## src/hw/vsw_pkg.sv

```systemverilog
// What this block does
// output one's source select lives in bits 2:0 of the register at address zero.
// output two's source select lives in bits 6:4 of that same register.
// after reset output one's select is zero, so video output one is grounded.
// after reset output two's select is zero, so video output two is grounded.
// while the power-down pin is low every register returns to its default.
// the host writes zeros into the fixed bits 7 and 3.
// the host writes only address zero and never the reserved address one.
// select value zero grounds the output, values one to seven route inputs one to seven.
// a strap picks the 3-wire port when low and the two-wire port when high.
// a 3-wire frame is chip address, write bit, 5-bit address, 8 data bits, latched on edge 16.
// in a multi-byte two-wire write the address advances after each data byte.
// fixed bits 7 and 3 and the whole reserved register read as zero.
package vsw_pkg;
  // ---------------------------------------------------------------
  // register map
  // ---------------------------------------------------------------
  localparam logic [4:0] ADDR_INPUT_ROUTE = 5'h00;
  localparam logic [4:0] ADDR_RESERVED = 5'h01;
  localparam logic [7:0] RST_INPUT_ROUTE = 8'h00;
  localparam int SEL1_LSB = 0;
  localparam int SEL2_LSB = 4;
  localparam logic [7:0] ROUTE_RD_MASK = 8'h77;
  // ---------------------------------------------------------------
  // serial framing
  // ---------------------------------------------------------------
  localparam int TW_FRAME_BITS = 16;
  localparam logic [4:0] I2C_ADDR_FIXED = 5'h04;
endpackage

```

## src/hw/vsw_ctrl.sv

```systemverilog
`timescale 1ns/10ps
module vsw_ctrl (
  // clock and reset
  input wire logic ref_clk_i,
  input wire logic rst_b_i,
  // pins
  input wire logic power_down_n_pin_i,
  input wire logic i2c_mode_strap_i,
  input wire logic chip_addr_bit_high_i,
  input wire logic chip_addr_bit_low_i,
  // 3-wire port
  input wire logic serial_select_n_i,
  input wire logic serial_clock_in_i,
  input wire logic serial_data_in_i,
  // two-wire port, sda open drain
  input wire logic scl_i,
  input wire logic sda_i,
  output logic sda_o,
  output logic sda_oe_o,
  // outputs: source index 0 means grounded
  output logic [2:0] output1_source_select_o,
  output logic [2:0] output2_source_select_o,
  output logic [6:0] video_output_one_route_o,
  output logic [6:0] video_output_two_route_o
);
  // ---------------------------------------------------------------
  // pin synchronisers
  // ---------------------------------------------------------------
  logic [7:0] s1_reg;
  logic [7:0] s2_reg;
  logic [7:0] s3_reg;
  logic pd_n;
  logic strap;
  logic cs_n;
  logic scl;
  logic sda;
  logic sclk_rise;
  logic scl_rise;
  logic scl_fall;
  logic i2c_start;
  logic i2c_stop;
  // stage one feeds stage two only; edges use stages two and three
  always_ff @(posedge ref_clk_i or negedge rst_b_i) begin
    if (!rst_b_i) begin
      s1_reg <= 8'hff;
      s2_reg <= 8'hff;
      s3_reg <= 8'hff;
    end else begin
      s1_reg <= {power_down_n_pin_i, i2c_mode_strap_i, serial_select_n_i, serial_clock_in_i,
                 serial_data_in_i, scl_i, sda_i, 1'b1};
      s2_reg <= s1_reg;
      s3_reg <= s2_reg;
    end
  end
  assign pd_n = s2_reg[7];
  assign strap = s2_reg[6];
  assign cs_n = s2_reg[5];
  assign sclk_rise = s2_reg[4] & ~s3_reg[4];
  assign scl = s2_reg[2];
  assign sda = s2_reg[1];
  assign scl_rise = scl & ~s3_reg[2];
  assign scl_fall = ~scl & s3_reg[2];
  assign i2c_start = scl & s3_reg[2] & ~sda & s3_reg[1];
  assign i2c_stop = scl & s3_reg[2] & sda & ~s3_reg[1];
  // ---------------------------------------------------------------
  // route register
  // ---------------------------------------------------------------
  logic [7:0] route_reg;
  logic wr_en;
  logic [4:0] wr_addr;
  logic [7:0] wr_data;
  logic [7:0] rd_data;
  // fixed bits never stored, so sloppy writes cannot leak
  always_ff @(posedge ref_clk_i or negedge rst_b_i) begin
    if (!rst_b_i) begin
      route_reg <= vsw_pkg::RST_INPUT_ROUTE; // see
    end else if (!pd_n) begin
      route_reg <= vsw_pkg::RST_INPUT_ROUTE;
    end else if (wr_en && wr_addr == vsw_pkg::ADDR_INPUT_ROUTE) begin
      route_reg <= wr_data & vsw_pkg::ROUTE_RD_MASK; // see
    end
  end
  // reserved address reads zero
  assign rd_data = (wr_addr == vsw_pkg::ADDR_INPUT_ROUTE) ?
                   (route_reg & vsw_pkg::ROUTE_RD_MASK) : 8'h00;
  assign output1_source_select_o = route_reg[vsw_pkg::SEL1_LSB +: 3];
  assign output2_source_select_o = route_reg[vsw_pkg::SEL2_LSB +: 3];
  // one-hot route, zero grounds the output
  function automatic logic [6:0] route_dec(input logic [2:0] sel);
    route_dec = (sel == 3'h0) ? 7'h00 : 7'((8'h01 << sel) >> 1);
  endfunction
  assign video_output_one_route_o = route_dec(output1_source_select_o);
  assign video_output_two_route_o = route_dec(output2_source_select_o);
  // ---------------------------------------------------------------
  // 3-wire receiver
  // ---------------------------------------------------------------
  logic [15:0] tw_sh_reg;
  logic [4:0] tw_cnt_reg;
  logic [15:0] tw_frame;
  logic tw_hit;
  assign tw_frame = {tw_sh_reg[14:0], s2_reg[3]};
  assign tw_hit = sclk_rise && !cs_n && !strap && tw_cnt_reg == 5'(vsw_pkg::TW_FRAME_BITS - 1) &&
                  tw_frame[15:14] == {chip_addr_bit_high_i, chip_addr_bit_low_i} &&
                  tw_frame[13];
  // counter restarts while select is high, so a short frame is dropped
  always_ff @(posedge ref_clk_i or negedge rst_b_i) begin
    if (!rst_b_i) begin
      tw_sh_reg <= 16'h0000;
      tw_cnt_reg <= 5'h00;
    end else if (cs_n || strap) begin
      tw_cnt_reg <= 5'h00;
    end else if (sclk_rise && tw_cnt_reg != 5'(vsw_pkg::TW_FRAME_BITS)) begin
      tw_sh_reg <= tw_frame;
      tw_cnt_reg <= tw_cnt_reg + 5'h01;
    end
  end
  // ---------------------------------------------------------------
  // two-wire slave
  // ---------------------------------------------------------------
  typedef enum logic [2:0] {I_IDLE, I_DEV, I_REG, I_DATA, I_RD, I_ACK, I_RACK} vsw_i2c_e;
  vsw_i2c_e st_reg;
  vsw_i2c_e ret_reg;
  logic [7:0] sh_reg;
  logic [3:0] bit_reg;
  logic [4:0] ptr_reg;
  logic rd_mode_reg;
  logic drive_reg;
  logic i_wr;
  logic dev_match;
  assign dev_match = sh_reg[7:3] == vsw_pkg::I2C_ADDR_FIXED &&
                     sh_reg[2:1] == {chip_addr_bit_low_i, chip_addr_bit_high_i};
  assign i_wr = scl_rise && st_reg == I_DATA && bit_reg == 4'h7 && strap;
  assign wr_en = tw_hit || i_wr;
  assign wr_addr = tw_hit ? tw_frame[12:8] : ptr_reg;
  assign wr_data = tw_hit ? tw_frame[7:0] : {sh_reg[6:0], sda};
  assign sda_o = 1'b0;
  assign sda_oe_o = drive_reg;
  // byte engine: shift on scl rise, change sda on scl fall
  always_ff @(posedge ref_clk_i or negedge rst_b_i) begin
    if (!rst_b_i) begin
      st_reg <= I_IDLE;
      ret_reg <= I_IDLE;
      sh_reg <= 8'h00;
      bit_reg <= 4'h0;
      ptr_reg <= 5'h00;
      rd_mode_reg <= 1'b0;
      drive_reg <= 1'b0;
    end else if (!strap || !pd_n || i2c_stop) begin
      st_reg <= I_IDLE;
      drive_reg <= 1'b0;
    end else if (i2c_start) begin
      st_reg <= I_DEV;
      bit_reg <= 4'h0;
      drive_reg <= 1'b0;
    end else begin
      case (st_reg)
        I_DEV, I_REG, I_DATA: begin
          if (scl_rise) begin
            sh_reg <= {sh_reg[6:0], sda};
            bit_reg <= bit_reg + 4'h1;
          end
          if (scl_fall && bit_reg == 4'h8) begin
            bit_reg <= 4'h0;
            if (st_reg == I_DEV && !dev_match) begin
              st_reg <= I_IDLE;
            end else begin
              drive_reg <= 1'b1;
              st_reg <= I_ACK;
              if (st_reg == I_DEV) begin
                rd_mode_reg <= sh_reg[0];
                ret_reg <= sh_reg[0] ? I_RD : I_REG;
              end else if (st_reg == I_REG) begin
                ptr_reg <= sh_reg[4:0];
                ret_reg <= I_DATA;
              end else begin
                ptr_reg <= ptr_reg + 5'h01;
                ret_reg <= I_DATA;
              end
            end
          end
        end
        I_ACK: begin
          if (scl_fall) begin
            st_reg <= ret_reg;
            drive_reg <= ret_reg == I_RD && !rd_data[7];
            sh_reg <= {rd_data[6:0], 1'b0};
            bit_reg <= 4'h1;
            if (ret_reg == I_RD) begin
              ptr_reg <= ptr_reg + 5'h01;
            end else begin
              bit_reg <= 4'h0;
            end
          end
        end
        I_RD: begin
          if (scl_fall) begin
            if (bit_reg == 4'h8) begin
              drive_reg <= 1'b0;
              st_reg <= I_RACK;
            end else begin
              drive_reg <= !sh_reg[7];
              sh_reg <= {sh_reg[6:0], 1'b0};
              bit_reg <= bit_reg + 4'h1;
            end
          end
        end
        I_RACK: begin
          if (scl_rise) begin
            st_reg <= sda ? I_IDLE : I_ACK;
            ret_reg <= I_RD;
          end
        end
        default: st_reg <= I_IDLE;
      endcase
    end
  end
endmodule // vsw_ctrl

```

## config.mk

```make
export PLATFORM = sky130hd
export DESIGN_NAME = vsw_ctrl
export DESIGN_NICKNAME = d
export VERILOG_FILES = /design/src/hw/vsw_pkg.sv /design/src/hw/vsw_ctrl.sv
export SDC_FILE = /design/constraint.sdc
export NUM_CORES = 1
export LEC_CHECK = 0
export BUFFER_PORTS_ARGS = -buffer_cell sky130_fd_sc_hd__buf_2
export CORE_ASPECT_RATIO = 2
export CORE_MARGIN = 3
export CORE_UTILIZATION = 59
export DETAILED_ROUTE_END_ITERATION = 8
export PLACE_DENSITY = 0.82
export SLEW_MARGIN = 30
export SYNTH_ARGS = -nofsm -noshare
export SYNTH_HDL_FRONTEND = slang
export SYNTH_SLANG_ARGS = --single-unit
```

## constraint.sdc

```tcl
create_clock -name ref_clk_i -period 2.3 [get_ports ref_clk_i]
set_input_delay 0.345 -clock ref_clk_i [delete_from_list [all_inputs] [get_ports ref_clk_i]]
set_output_delay 0.345 -clock ref_clk_i [all_outputs]
set_load 0.02 [all_outputs]
```

Yosys cells after proc, flatten, opt, wreduce, memory -nomap -nowiden. Index checks and enable logic that the tools add are counted.

Multiplexer cells: 53. Equal/unequal tests: 34. Add/sub/neg operators: 3. Bitwise operators: 16. Reductions and logical operators: 41. Shift operators: 2.

Operators with widths (count): 5-bit two-way mux (9); 3-bit two-way mux (14); 7-bit two-way mux (6); 8-bit two-way mux (4); 4-bit != test, second input constant (7); 4-bit two-way mux (6); 8-bit case mux with 3 select lines (1); 2-bit != test, second input constant (9); 1-bit by 3-bit left shift with 8-bit output, first input constant (2); 1-bit logical AND (14); 3-bit == test, second input constant (4); 3-bit case mux with 4 select lines (1); 4-bit case mux with 3 select lines (1); 6-bit AND reduction (2); 5-bit by 1-bit adder with 5-bit output, second input constant (2); 5-bit case mux with 2 select lines (1); 5-bit AND reduction (2); 3-bit != test, second input constant (3); 1-bit bitwise AND (8); 1-bit two-way mux (8); 1-bit inverter (8); 8-bit AND reduction (1); 7-bit AND reduction (1); 3-bit by 2-bit == test with 1-bit output, second input constant (2); 22 further kinds (33).

Output and inout port bits: 22. Input port bits: 11. Bits in registers: 69.

Longest topological paths before layout. Gate-level depths: netlist (run 1).

Depth in word-level cells: 12. Depth in mapped cells: 9. Depth with buffers taken out: 8.

Worst setup path before layout (run 1). Ideal clock, no wire load.

Path type: register to register. Start point: register tw_cnt_reg[0]. End point: register sh_reg[1]. Setup slack: 0.214 ns. Buffers on the path: 0. Setup time: 0.077 ns. Cell stages (with the launch flop): 9. Arrival time: 2.009 ns. Data required time: 2.223 ns. Cells stage by stage: dfrtp_1 -> ha_1 -> and3_1 -> ha_1 -> and4b_1 -> nand4_2 -> mux2_2 -> nand3b_1 -> a21oi_1.

Word-level cells in the longest chain between the ends: 9.

RTL lines: start: declaration (RTL line vsw_ctrl.sv:98) `logic [4:0] tw_cnt_reg;`; start signal: assignment (RTL line vsw_ctrl.sv:114) `tw_cnt_reg <= tw_cnt_reg + 5'h01;`; 5-bit by 4-bit == test with 1-bit output (RTL line vsw_ctrl.sv:102) `assign tw_hit = sclk_rise && !cs_n && !strap && tw_cnt_reg == 5'(vsw_pkg::TW_FRAME_BITS - 1) &&`; 1-bit logical AND (2 in a row) (RTL line vsw_ctrl.sv:102); 1-bit logical AND (RTL line vsw_ctrl.sv:103) `tw_frame[15:14] == {chip_addr_bit_high_i, chip_addr_bit_low_i} &&`; 5-bit two-way mux (RTL line vsw_ctrl.sv:134) `assign wr_addr = tw_hit ? tw_frame[12:8] : ptr_reg;`; 5-bit logical NOT (RTL line vsw_ctrl.sv:84) `assign rd_data = (wr_addr == vsw_pkg::ADDR_INPUT_ROUTE) ?`; 7-bit two-way mux (RTL line vsw_ctrl.sv:84); 8-bit two-way mux (RTL line vsw_ctrl.sv:183) `if (scl_fall) begin`; 8-bit case mux with 3 select lines (RTL line vsw_ctrl.sv:156) `case (st_reg)`; end signal: assignment (RTL line vsw_ctrl.sv:159) `sh_reg <= {sh_reg[6:0], sda};`; end signal: assignment (RTL line vsw_ctrl.sv:186) `sh_reg <= {rd_data[6:0], 1'b0};`; end signal: assignment (RTL line vsw_ctrl.sv:202) `sh_reg <= {sh_reg[6:0], 1'b0};`; end: declaration (RTL line vsw_ctrl.sv:123) `logic [7:0] sh_reg;`.

No other way between the ends. The select of a mux whose other input is x is not followed. A chain may end at the register's enable or synchronous reset.

Worst setup path after layout (run 1).
Start point: register s2_reg[4]. End point: register tw_sh_reg[6].

Word-level cells in the longest chain between the ends: 3.

RTL lines: start: declaration (RTL line vsw_ctrl.sv:30) `logic [7:0] s2_reg;`; start signal: assignment (RTL line vsw_ctrl.sv:51) `s2_reg <= s1_reg;`; 1-bit bitwise AND (RTL line vsw_ctrl.sv:58) `assign sclk_rise = s2_reg[4] & ~s3_reg[4];`; 1-bit logical AND (RTL line vsw_ctrl.sv:112) `end else if (sclk_rise && tw_cnt_reg != 5'(vsw_pkg::TW_FRAME_BITS)) begin`; 2-bit AND reduction (no line); end signal: assignment (RTL line vsw_ctrl.sv:113) `tw_sh_reg <= tw_frame;`; end: declaration (RTL line vsw_ctrl.sv:97) `logic [15:0] tw_sh_reg;`.

No other way between the ends.

==> results of run 1 <==
==> synth_stat cells, types with 7 or more instances <==
| library cell | instances |
|---|---|
| inv_1 | 11 |
| a211oi_1 | 10 |
| o21ai_0 | 15 |
| a21oi_1 | 15 |
| dfstp_2 | 17 |
| and3_1 | 7 |
| nand3_1 | 12 |
| buf_2 | 7 |
| mux2i_1 | 9 |
| nand2_1 | 34 |
| dfrtp_1 | 50 |
| mux2_2 | 24 |
| nor2_1 | 24 |
==> cells by family (layout without fill, tap and decap cells) <==
logic type | count (synthesis) | after routing | share of synthesized area, %
simple gates | 126 | 126 | 20.04
flops | 67 | 67 | 49.17
compound gates | 65 | 65 | 12.97
mux | 33 | 33 | 10.43
buf+inv | 25 | 74 | 3.080
xor+xnor | 8 | 8 | 2.029
fa+ha+maj | 6 | 6 | 2.174
other cells | 1 | 1 | 0.1086
==> worst max-delay path: stages, from the launching register on <==
cell	delay (ns)
dfstp_2	0.54
nor2b_1	0.25
o41a_1	0.24
and2_1	0.59
mux2_2	0.42
==> worst paths after layout <==
| kind | startpoint | endpoint |
|---|---|---|
| setup / recovery | s2_reg[4] | tw_sh_reg[6] |
| hold reg to reg | s1_reg[6] | s2_reg[6] |
| hold / removal | sda_i | s1_reg[1] |
| min in group asynchronous | rst_b_i | bit_reg[3] |
| max in group asynchronous | rst_b_i | s1_reg[4] |
| setup reg to reg | s2_reg[4] | tw_sh_reg[6] |
==> per-stage QoR <==
stage / cells / area, sq um / worst slack [ns] / total power, mW / hold WS, ns
2_1_floorplan: 331 / 3453 / 0.2139 / 1.414 / 0.04941
3_3_place_gp: 423 / 3731 / 0.2320 / 1.483 / 0.2034
3_5_place_dp: 423 / 3731 / 0.1698 / 1.498 / 0.2007
4_1_cts: 440 / 3920 / 0.1506 / 2.369 / 0.07396
5_1_grt: 440 / 3920 / 0.01874 / 2.444 / 0.07358
6_report: 440 / 3920 / 0.1493 / 2.342 / 0.08791
==> layer usage <==
metal | routed length (um) | vias to the layer above | GRT usage [%]
met4 | 393 | 0 | 16.86
met3 | 270 | 37 | 5.418
li1 | - | 1279 | -
met2 | 4489 | 72 | 46.32
met5 | 0 | - | 0
met1 | 2835 | 1324 | 28.04
==> area by class of cell <==
cell class,count,area [sq um]
clock buffer,10,137.6
clock inverter,6,41.29
fill,412,1643
inverter,11,41.29
multi-input combinational,239,1649
sequential,67,1698
tap,60,75.07
timing repair buffer,47,277.8
==> power by group <==
part           switching (mW)  internal [mW]
clock                   0.450          0.417
combinational          0.0874         0.0781
sequential             0.0566           1.25
==> impl_metrics.json, run 1 <==
{
  "post_cts_buffers": 0,
  "vias": 2712,
  "grt_max_degree": 37,
  "hold_path.class": "input port to flop",
  "async_flop_share_pct": 100.0,
  "row_count": 38,
  "required_ns": 2.53,
  "final_core_util_pct": 70.47,
  "grt_antenna_before_repair": 0,
  "path_clk_slew_ns": 0.07,
  "wl_per_cell_um": 18.15,
  "mappedNetlistArea_sq_mm": 0.003453,
  "die_area_sq_mm": 0.006863,
  "synth_fp_nets": 348,
  "synth_edf_count": 0,
  "grt_usage_pct": 26.75,
  "drt_iter0_drc": 150,
  "clock_path_buffers": 2,
  "vdd_ir_drop_max_mv": 0.5912,
  "die_y_um": 114.2,
  "ys_warn_count": 0,
  "powerDensity_mw_per_mm2": 597.5,
  "fp.dieW_um": 60.10,
  "cap_violations": 0,
  "yosysSeqAreaShare_pct": 49.17,
  "finalHoldViolations": 0,
  "worst_slew_pin_slew_ns": 0.6900,
  "synth.area.top_cells": "dfrtp_1 (36%), dfstp_2 (13%), mux2_2 (7.8%)",
  "cts.sink_count": 67,
  "syn_avg_cell_area_sq_um": 10.43,
  "min_period_ns": 2.151,
  "fin_skew_ns": 0.006136,
  "period_share_pct": 93.51,
  "io_buffer_count": 31,
  "synth-main-ff-cell": "dfrtp_1",
  "min_path_cells": 1,
  "synth_seq_cells": 67,
  "largest_register_ffs": 15,
  "critical_path_arrival_ns": 2.38,
  "final_common_cell": "dfrtp_1",
  "outcome": "finished, final reports clean",
  "drive_above_1_share_pct": 29.47,
  "core_area_sq_mm": 0.005563,
  "initial_core_util_pct": 62.08,
  "synth_top_cell_area_share_pct": 36.23,
  "grt_pass1_vias": 2832,
  "netlist.top_cell.by_area": "dfrtp_1",
  "final_nets": 392,
  "cts_hold_buf": 1,
  "post_cts_resized": 0,
  "final_antenna_net_count": 0,
  "crit_type": "flop to flop",
  "path_max_fanout": 15,
  "ys_types": 57,
  "drc": 0,
  "synthCells": 331,
  "routed_wirelength_um": 7988,
  "start_kind": "flop",
  "place_congestion": 0.9398,
  "leakagePower_nw": 1.853,
  "cts_tree": "yes",
  "fin_setup_tns_ns": 0,
  "syn_to_final_growth_pct": 13.51,
  "r2r_cells": 4,
  "firstDrtPassIters": 4,
  "clkLatencyLatePin_ns": 0.35,
  "grt-ovfl-total": 0,
  "relSlewSlack_pct": 54.00,
  "fmax_ghz": 0.4650,
  "io_pins": 33,
  "cts_made_buffers": 9,
  "clockRootBuffer": "clkbuf_8",
  "dpl.hpwl_um": 5902,
  "final_cell_mix": "dfrtp_1 (50), nand2_1 (34), buf_2 (31)",
  "cp-end-kind": "flop",
  "worst-r2r-setup-slack_ns": 0.15,
  "setup_viol": 0,
  "drv_slew": 0,
  "antennaDiodeCount": 0,
  "rsz0062_at_grt": "no",
  "vias_per_cell": 6.164,
  "grt_pass1_wl_um": 13500,
  "htreeDepth": 3
}
Note: power is estimated with default switching activity, not from simulation.
==> run 2: changes to the inputs <==
--- a/config.mk
+++ b/config.mk
@@ -9,8 +9,9 @@
 export CORE_ASPECT_RATIO = 2
 export CORE_MARGIN = 3
 export CORE_UTILIZATION = 59
+export CTS_CLUSTER_SIZE = 12
 export DETAILED_ROUTE_END_ITERATION = 8
-export PLACE_DENSITY = 0.82
+export PLACE_DENSITY = 0.79
 export SLEW_MARGIN = 30
 export SYNTH_ARGS = -nofsm -noshare
 export SYNTH_HDL_FRONTEND = slang
==> impl_metrics.json, run 2 (synthesized netlist as in run 1, its figures left out) <==
{
  "cp_num_buf_inv": 1,
  "finalHoldViolations": 0,
  "final_cell_mix": "dfrtp_1 (50), nand2_1 (34), buf_2 (31)",
  "grt_usage_pct": 26.14,
  "hold_path.class": "input port to flop",
  "p_clk_share_pct": 44.2,
  "core_area_sq_mm": 0.005563,
  "clock_path_buffers": 2,
  "die_area_sq_mm": 0.006863,
  "fin_skew_ns": 0.009210,
  "fin_area_sq_mm": 0.004019,
  "outcome": "finished, final reports clean",
  "holdCritStartpoint": "serial_select_n_i",
  "grt_pass1_vias": 2859,
  "worst-r2r-setup-slack_ns": 0.11,
  "cts.sink_count": 67,
  "multi_input_area_sq_mm": 0.001649,
  "setup_viol": 0,
  "grt-ovfl-total": 0,
  "clkLatencyLatePin_ns": 0.34,
  "nFillCells": 408,
  "initial_core_util_pct": 62.08,
  "min_path_cells": 1,
  "fin_ws_ns": 0.1100,
  "path_clk_slew_ns": 0.07,
  "holdPathEnd": "s1_reg[5]",
  "clockRootBuffer": "clkbuf_8",
  "path_max_fanout": 6,
  "worstReg2RegEnd": "ret_reg[0]",
  "io_buffer_count": 31,
  "internal-power_mw": 2.087,
  "fin_setup_tns_ns": 0,
  "drc": 0,
  "powerDensity_mw_per_mm2": 661.0,
  "final_nets": 395,
  "dpl.hpwl_um": 5936,
  "switching_share_pct": 21.43,
  "final_common_cell": "dfrtp_1",
  "ff_latch_area_sq_mm": 0.001698,
  "die_y_um": 114.2,
  "antennaDiodeCount": 0,
  "min_period_ns": 2.190,
  "max_stage_delay_ns": 0.45,
  "leakagePower_nw": 1.905,
  "fp.dieW_um": 60.10,
  "relSlewSlack_pct": 55.85,
  "htreeDepth": 3,
  "required_ns": 2.53,
  "wl_per_cell_um": 18.12,
  "row_count": 38,
  "cts_made_buffers": 9,
  "largest_register_ffs": 15,
  "post_cts_buffers": 0,
  "grt_max_degree": 37,
  "vias_per_cell": 6.050,
  "r2r_cells": 7,
  "routed_wirelength_um": 8027,
  "grt_antenna_before_repair": 0,
  "period_share_pct": 95.22,
  "vdd_ir_drop_max_mv": 0.6646,
  "rsz0062_at_grt": "no",
  "syn_to_final_growth_pct": 16.38,
  "cp_top_family": "compound AO/OA/AOI/OAI gates",
  "p_switching_mw": 0.5694,
  "dp_slack_ns": 0.09645,
  "crit_type": "flop to flop",
  "drv_slew": 0,
  "post_dp_cell_area_sq_mm": 0.003766,
  "fmax_ghz": 0.4566,
  "crit_chain": "inv_1, ha_1, and3b_1, a211oi_1, a211oi_1, nand3b_1, mux2_2",
  "place_congestion": 0.9750,
  "path_common_cell": "a211oi_1",
  "rr_startpoint": "bit_reg[0]",
  "firstDrtPassIters": 5,
  "seq_power_share_pct": 49.3,
  "critical_path_arrival_ns": 2.42,
  "start_kind": "flop",
  "drive_above_1_share_pct": 29.50,
  "vias": 2680,
  "final_antenna_net_count": 0,
  "drt_iter0_drc": 203,
  "cp-end-kind": "flop",
  "worst_slew_pin_slew_ns": 0.6623,
  "grt_pass1_wl_um": 13190,
  "cts_tree": "yes",
  "slowest_stage": "a211oi_1",
  "crit_cells": 7,
  "combPwrFrac_pct": 6.5,
  "cap_violations": 0,
  "io_pins": 33
}
==> run 2: cell count changes in the layout (fill, tap and decap cells not counted) <==
cell        change
clkinv_4        -1
clkbuf_1        +2
clkinvlp_4      -2
bufinv_16       +3
clkinv_2        -2
buf_12          +1
buf_4           +2
==> run 2: through the flow <==
step           util, %  total power [mW]  std cells  hold WS (ns)
2_1_floorplan        -             1.414        331       0.04941
3_3_place_gp     67.70             1.490        426        0.2169
3_5_place_dp     67.70             1.502        426        0.2145
4_1_cts          72.24             2.680        443       0.07960
5_1_grt          72.24             2.756        443       0.07706
6_report         72.24             2.657        443       0.09279
==> run 2: worst max path at each step <==
| stage | from | endpoint | slack (ns) |
|---|---|---|---|
| 2_1_floorplan | tw_cnt_reg[0] | sh_reg[1] | 0.21 |
| 3_3_place_gp | bit_reg[0] | ret_reg[1] | 0.20 |
| 3_5_place_dp | bit_reg[0] | ret_reg[0] | 0.1 |
| 4_1_cts | bit_reg[0] | ret_reg[0] | 0.09 |
| 5_1_grt | sh_reg[4] | ptr_reg[2] | 0.009 |
| 6_report | bit_reg[0] | ret_reg[0] | 0.11 |
==> run 2: power groups by stage <==
stage | Sequential, mW | Clock, mW | Combinational [mW]
floorplan | 1.31 | 0 | 0.106
global placement | 1.32 | 0 | 0.167
detailed placement | 1.33 | 0 | 0.172
CTS | 1.31 | 1.20 | 0.176
global route | 1.32 | 1.25 | 0.195
finish | 1.31 | 1.17 | 0.173
==> run 2: timing repair <==
item / 4_1_cts / 5_1_grt
gates resized for setup: 0 / 0
setup endpoints to repair: 0 / 0
hold endpoints to repair: 4 / 0
hold buffers: 1 / 0
==> run 2: cell type report <==
cell class	instances	share of cell area [%]
sequential	67	42.25
multi-input combinational	239	41.03
timing repair buffer	50	7.783
clock buffer	12	3.611
clock inverter	4	2.428
tap	60	1.868
inverter	11	1.027
==> run 2: layer usage <==
metal,routed length [um],global-route usage (%),vias to the layer above,part of all wire [%]
li1,-,-,1284,-
met1,2861,26.52,1300,36
met2,4569,47.25,70,57
met3,271,3.386,26,3.4
met4,324,16.57,0,4.0
met5,0,0,-,0
==> run 2: worst register-to-register path: cells and delay by family (launching register included) <==
kind | cells | cell delay (ns)
multiplexers | 1 | 0.36
buffers and inverters | 1 | 0.09
flip-flops | 1 | 0.42
AND/OR/NAND/NOR | 2 | 0.44
AO/OA/AOI/OAI | 2 | 0.55
adder cells (fa/ha/maj) | 1 | 0.21
==> run 3: changes to the inputs <==
--- a/config.mk
+++ b/config.mk
@@ -6,12 +6,14 @@
 export NUM_CORES = 1
 export LEC_CHECK = 0
 export BUFFER_PORTS_ARGS = -buffer_cell sky130_fd_sc_hd__buf_2
+export CELL_PAD_IN_SITES_DETAIL_PLACEMENT = 1
+export CELL_PAD_IN_SITES_GLOBAL_PLACEMENT = 2
 export CORE_ASPECT_RATIO = 2
 export CORE_MARGIN = 3
-export CORE_UTILIZATION = 59
+export CORE_UTILIZATION = 38
 export CTS_CLUSTER_SIZE = 12
 export DETAILED_ROUTE_END_ITERATION = 8
-export PLACE_DENSITY = 0.79
+export PLACE_DENSITY = 0.78
 export SLEW_MARGIN = 30
 export SYNTH_ARGS = -nofsm -noshare
 export SYNTH_HDL_FRONTEND = slang
==> impl_metrics.json, run 3 (synthesized netlist as in run 1, its figures left out) <==
{
  "path_max_fanout": 10,
  "rr_startpoint": "bit_reg[0]",
  "core_area_sq_mm": 0.008768,
  "cts_tree": "yes",
  "cts_hold_buf": 0,
  "grt_usage_pct": 19.67,
  "period_share_pct": 93.47,
  "fin_setup_tns_ns": 0,
  "leakagePower_nw": 1.945,
  "wl_per_cell_um": 19.12,
  "row_count": 48,
  "required_ns": 2.52,
  "hold_slack_ns": 0.01764,
  "outcome": "finished, final reports clean",
  "grt_max_degree": 68,
  "rsz0062_at_grt": "no",
  "path_clk_slew_ns": 0.06,
  "worstReg2RegEnd": "ptr_reg[0]",
  "setup_viol": 0,
  "clockRootBuffer": "clkbuf_16",
  "drv_slew": 0,
  "endpoint": "ptr_reg[0]",
  "cts.sink_count": 67,
  "min_period_ns": 2.150,
  "drc": 0,
  "routed_wirelength_um": 9140,
  "start_kind": "flop",
  "grt_antenna_before_repair": 0,
  "drive_above_1_share_pct": 29.63,
  "critical_path_arrival_ns": 2.37,
  "post_cts_buffers": 0,
  "powerDensity_mw_per_mm2": 766.1,
  "hold_path.class": "input port to async pin",
  "grt-ovfl-total": 0,
  "largest_register_ffs": 15,
  "final_common_cell": "dfrtp_1",
  "r2r_cells": 8,
  "clock_path_buffers": 2,
  "htreeDepth": 3,
  "grt_pass1_vias": 3071,
  "crit_start": "bit_reg[0]",
  "relSlewSlack_pct": 63.90,
  "vias": 2718,
  "final_nets": 390,
  "cp-end-kind": "flop",
  "clkLatencyLatePin_ns": 0.33,
  "vdd_ir_drop_max_mv": 0.7396,
  "place_congestion": 0.7957,
  "vias_per_cell": 5.686,
  "final_antenna_net_count": 0,
  "io_pins": 33,
  "worst-r2r-setup-slack_ns": 0.15,
  "cap_violations": 0,
  "die_area_sq_mm": 0.01034,
  "fin_skew_ns": 0.004008,
  "firstDrtPassIters": 4,
  "syn_to_final_growth_pct": 20.65,
  "antennaDiodeCount": 0,
  "cts_made_buffers": 9,
  "finalHoldViolations": 0,
  "fmax_ghz": 0.4651,
  "die_y_um": 140.8,
  "initial_core_util_pct": 39.38,
  "dpl.hpwl_um": 6847,
  "crit_type": "flop to flop",
  "fp.dieW_um": 73.41,
  "io_buffer_count": 31,
  "final_cell_mix": "dfrtp_1 (50), nand2_1 (34), buf_2 (31)",
  "drt_iter0_drc": 115,
  "worst_slew_pin_slew_ns": 0.5396,
  "grt_pass1_wl_um": 15420
}
run 3: repair_timing:
item                                    in CTS  in global routing
hold endpoints to repair                     0                  0
endpoints found under the setup margin       0                  5
resized for setup                            0                  3
run 3: cell type report:
type	instances	area (sq um)
Tap cell	100	125.1
Sequential cell	67	1698
Timing Repair Buffer	45	272.8
Fill cell	994	4602
Inverter	11	41.29
Clock buffer	10	239.0
Clock inverter	6	136.4
Multi-Input combinational cell	239	1654
run 3: report_power, final:
group          total (mW)  internal [mW]  switching [mW]
Clock                1.71           1.20           0.515
Sequential           1.31           1.25          0.0571
Combinational       0.165         0.0777          0.0874
Total                3.19           2.53           0.660
run 3: through the flow:
step	util [%]	total power [mW]	cells	instance area [sq um]	setup WS, ns
after CTS	47.46	3.236	478	4161	0.1108
final	47.52	3.192	478	4167	0.1501
after floorplan	-	1.414	331	3453	0.2139
after global routing	47.52	3.324	478	4167	0.003885
after detailed placement	43.18	1.501	462	3786	0.1136
after global placement	43.18	1.492	462	3786	0.1492
run 3: critical path: stages (launching register included):
cell	delay [ns]
dfrtp_1	0.42
inv_1	0.11
ha_1	0.18
and3b_1	0.30
a211oi_2	0.14
a2111oi_4	0.38
buf_4	0.25
mux2i_1	0.20
nand2_1	0.06
run 3: per-layer routing:
metal,global-route usage [%],routed length (um)
met1,20.08,3371
met2,36.99,5305
met3,3.926,214
met4,8.405,248
met5,0,0
run 3: worst min path at each step:
stage | from | endpoint | slack (ns) | depth (start not counted)
floorplan | rst_b_i | bit_reg[0] | 0.05 | 0
global placement | s1_reg[3] | s2_reg[3] | 0.35 | 0
detailed placement | s1_reg[1] | s2_reg[1] | 0.35 | 0
CTS | rst_b_i | bit_reg[3] | 0.04 | 2
global route | rst_b_i | bit_reg[3] | 0.05 | 2
finish | rst_b_i | bit_reg[3] | 0.02 | 2
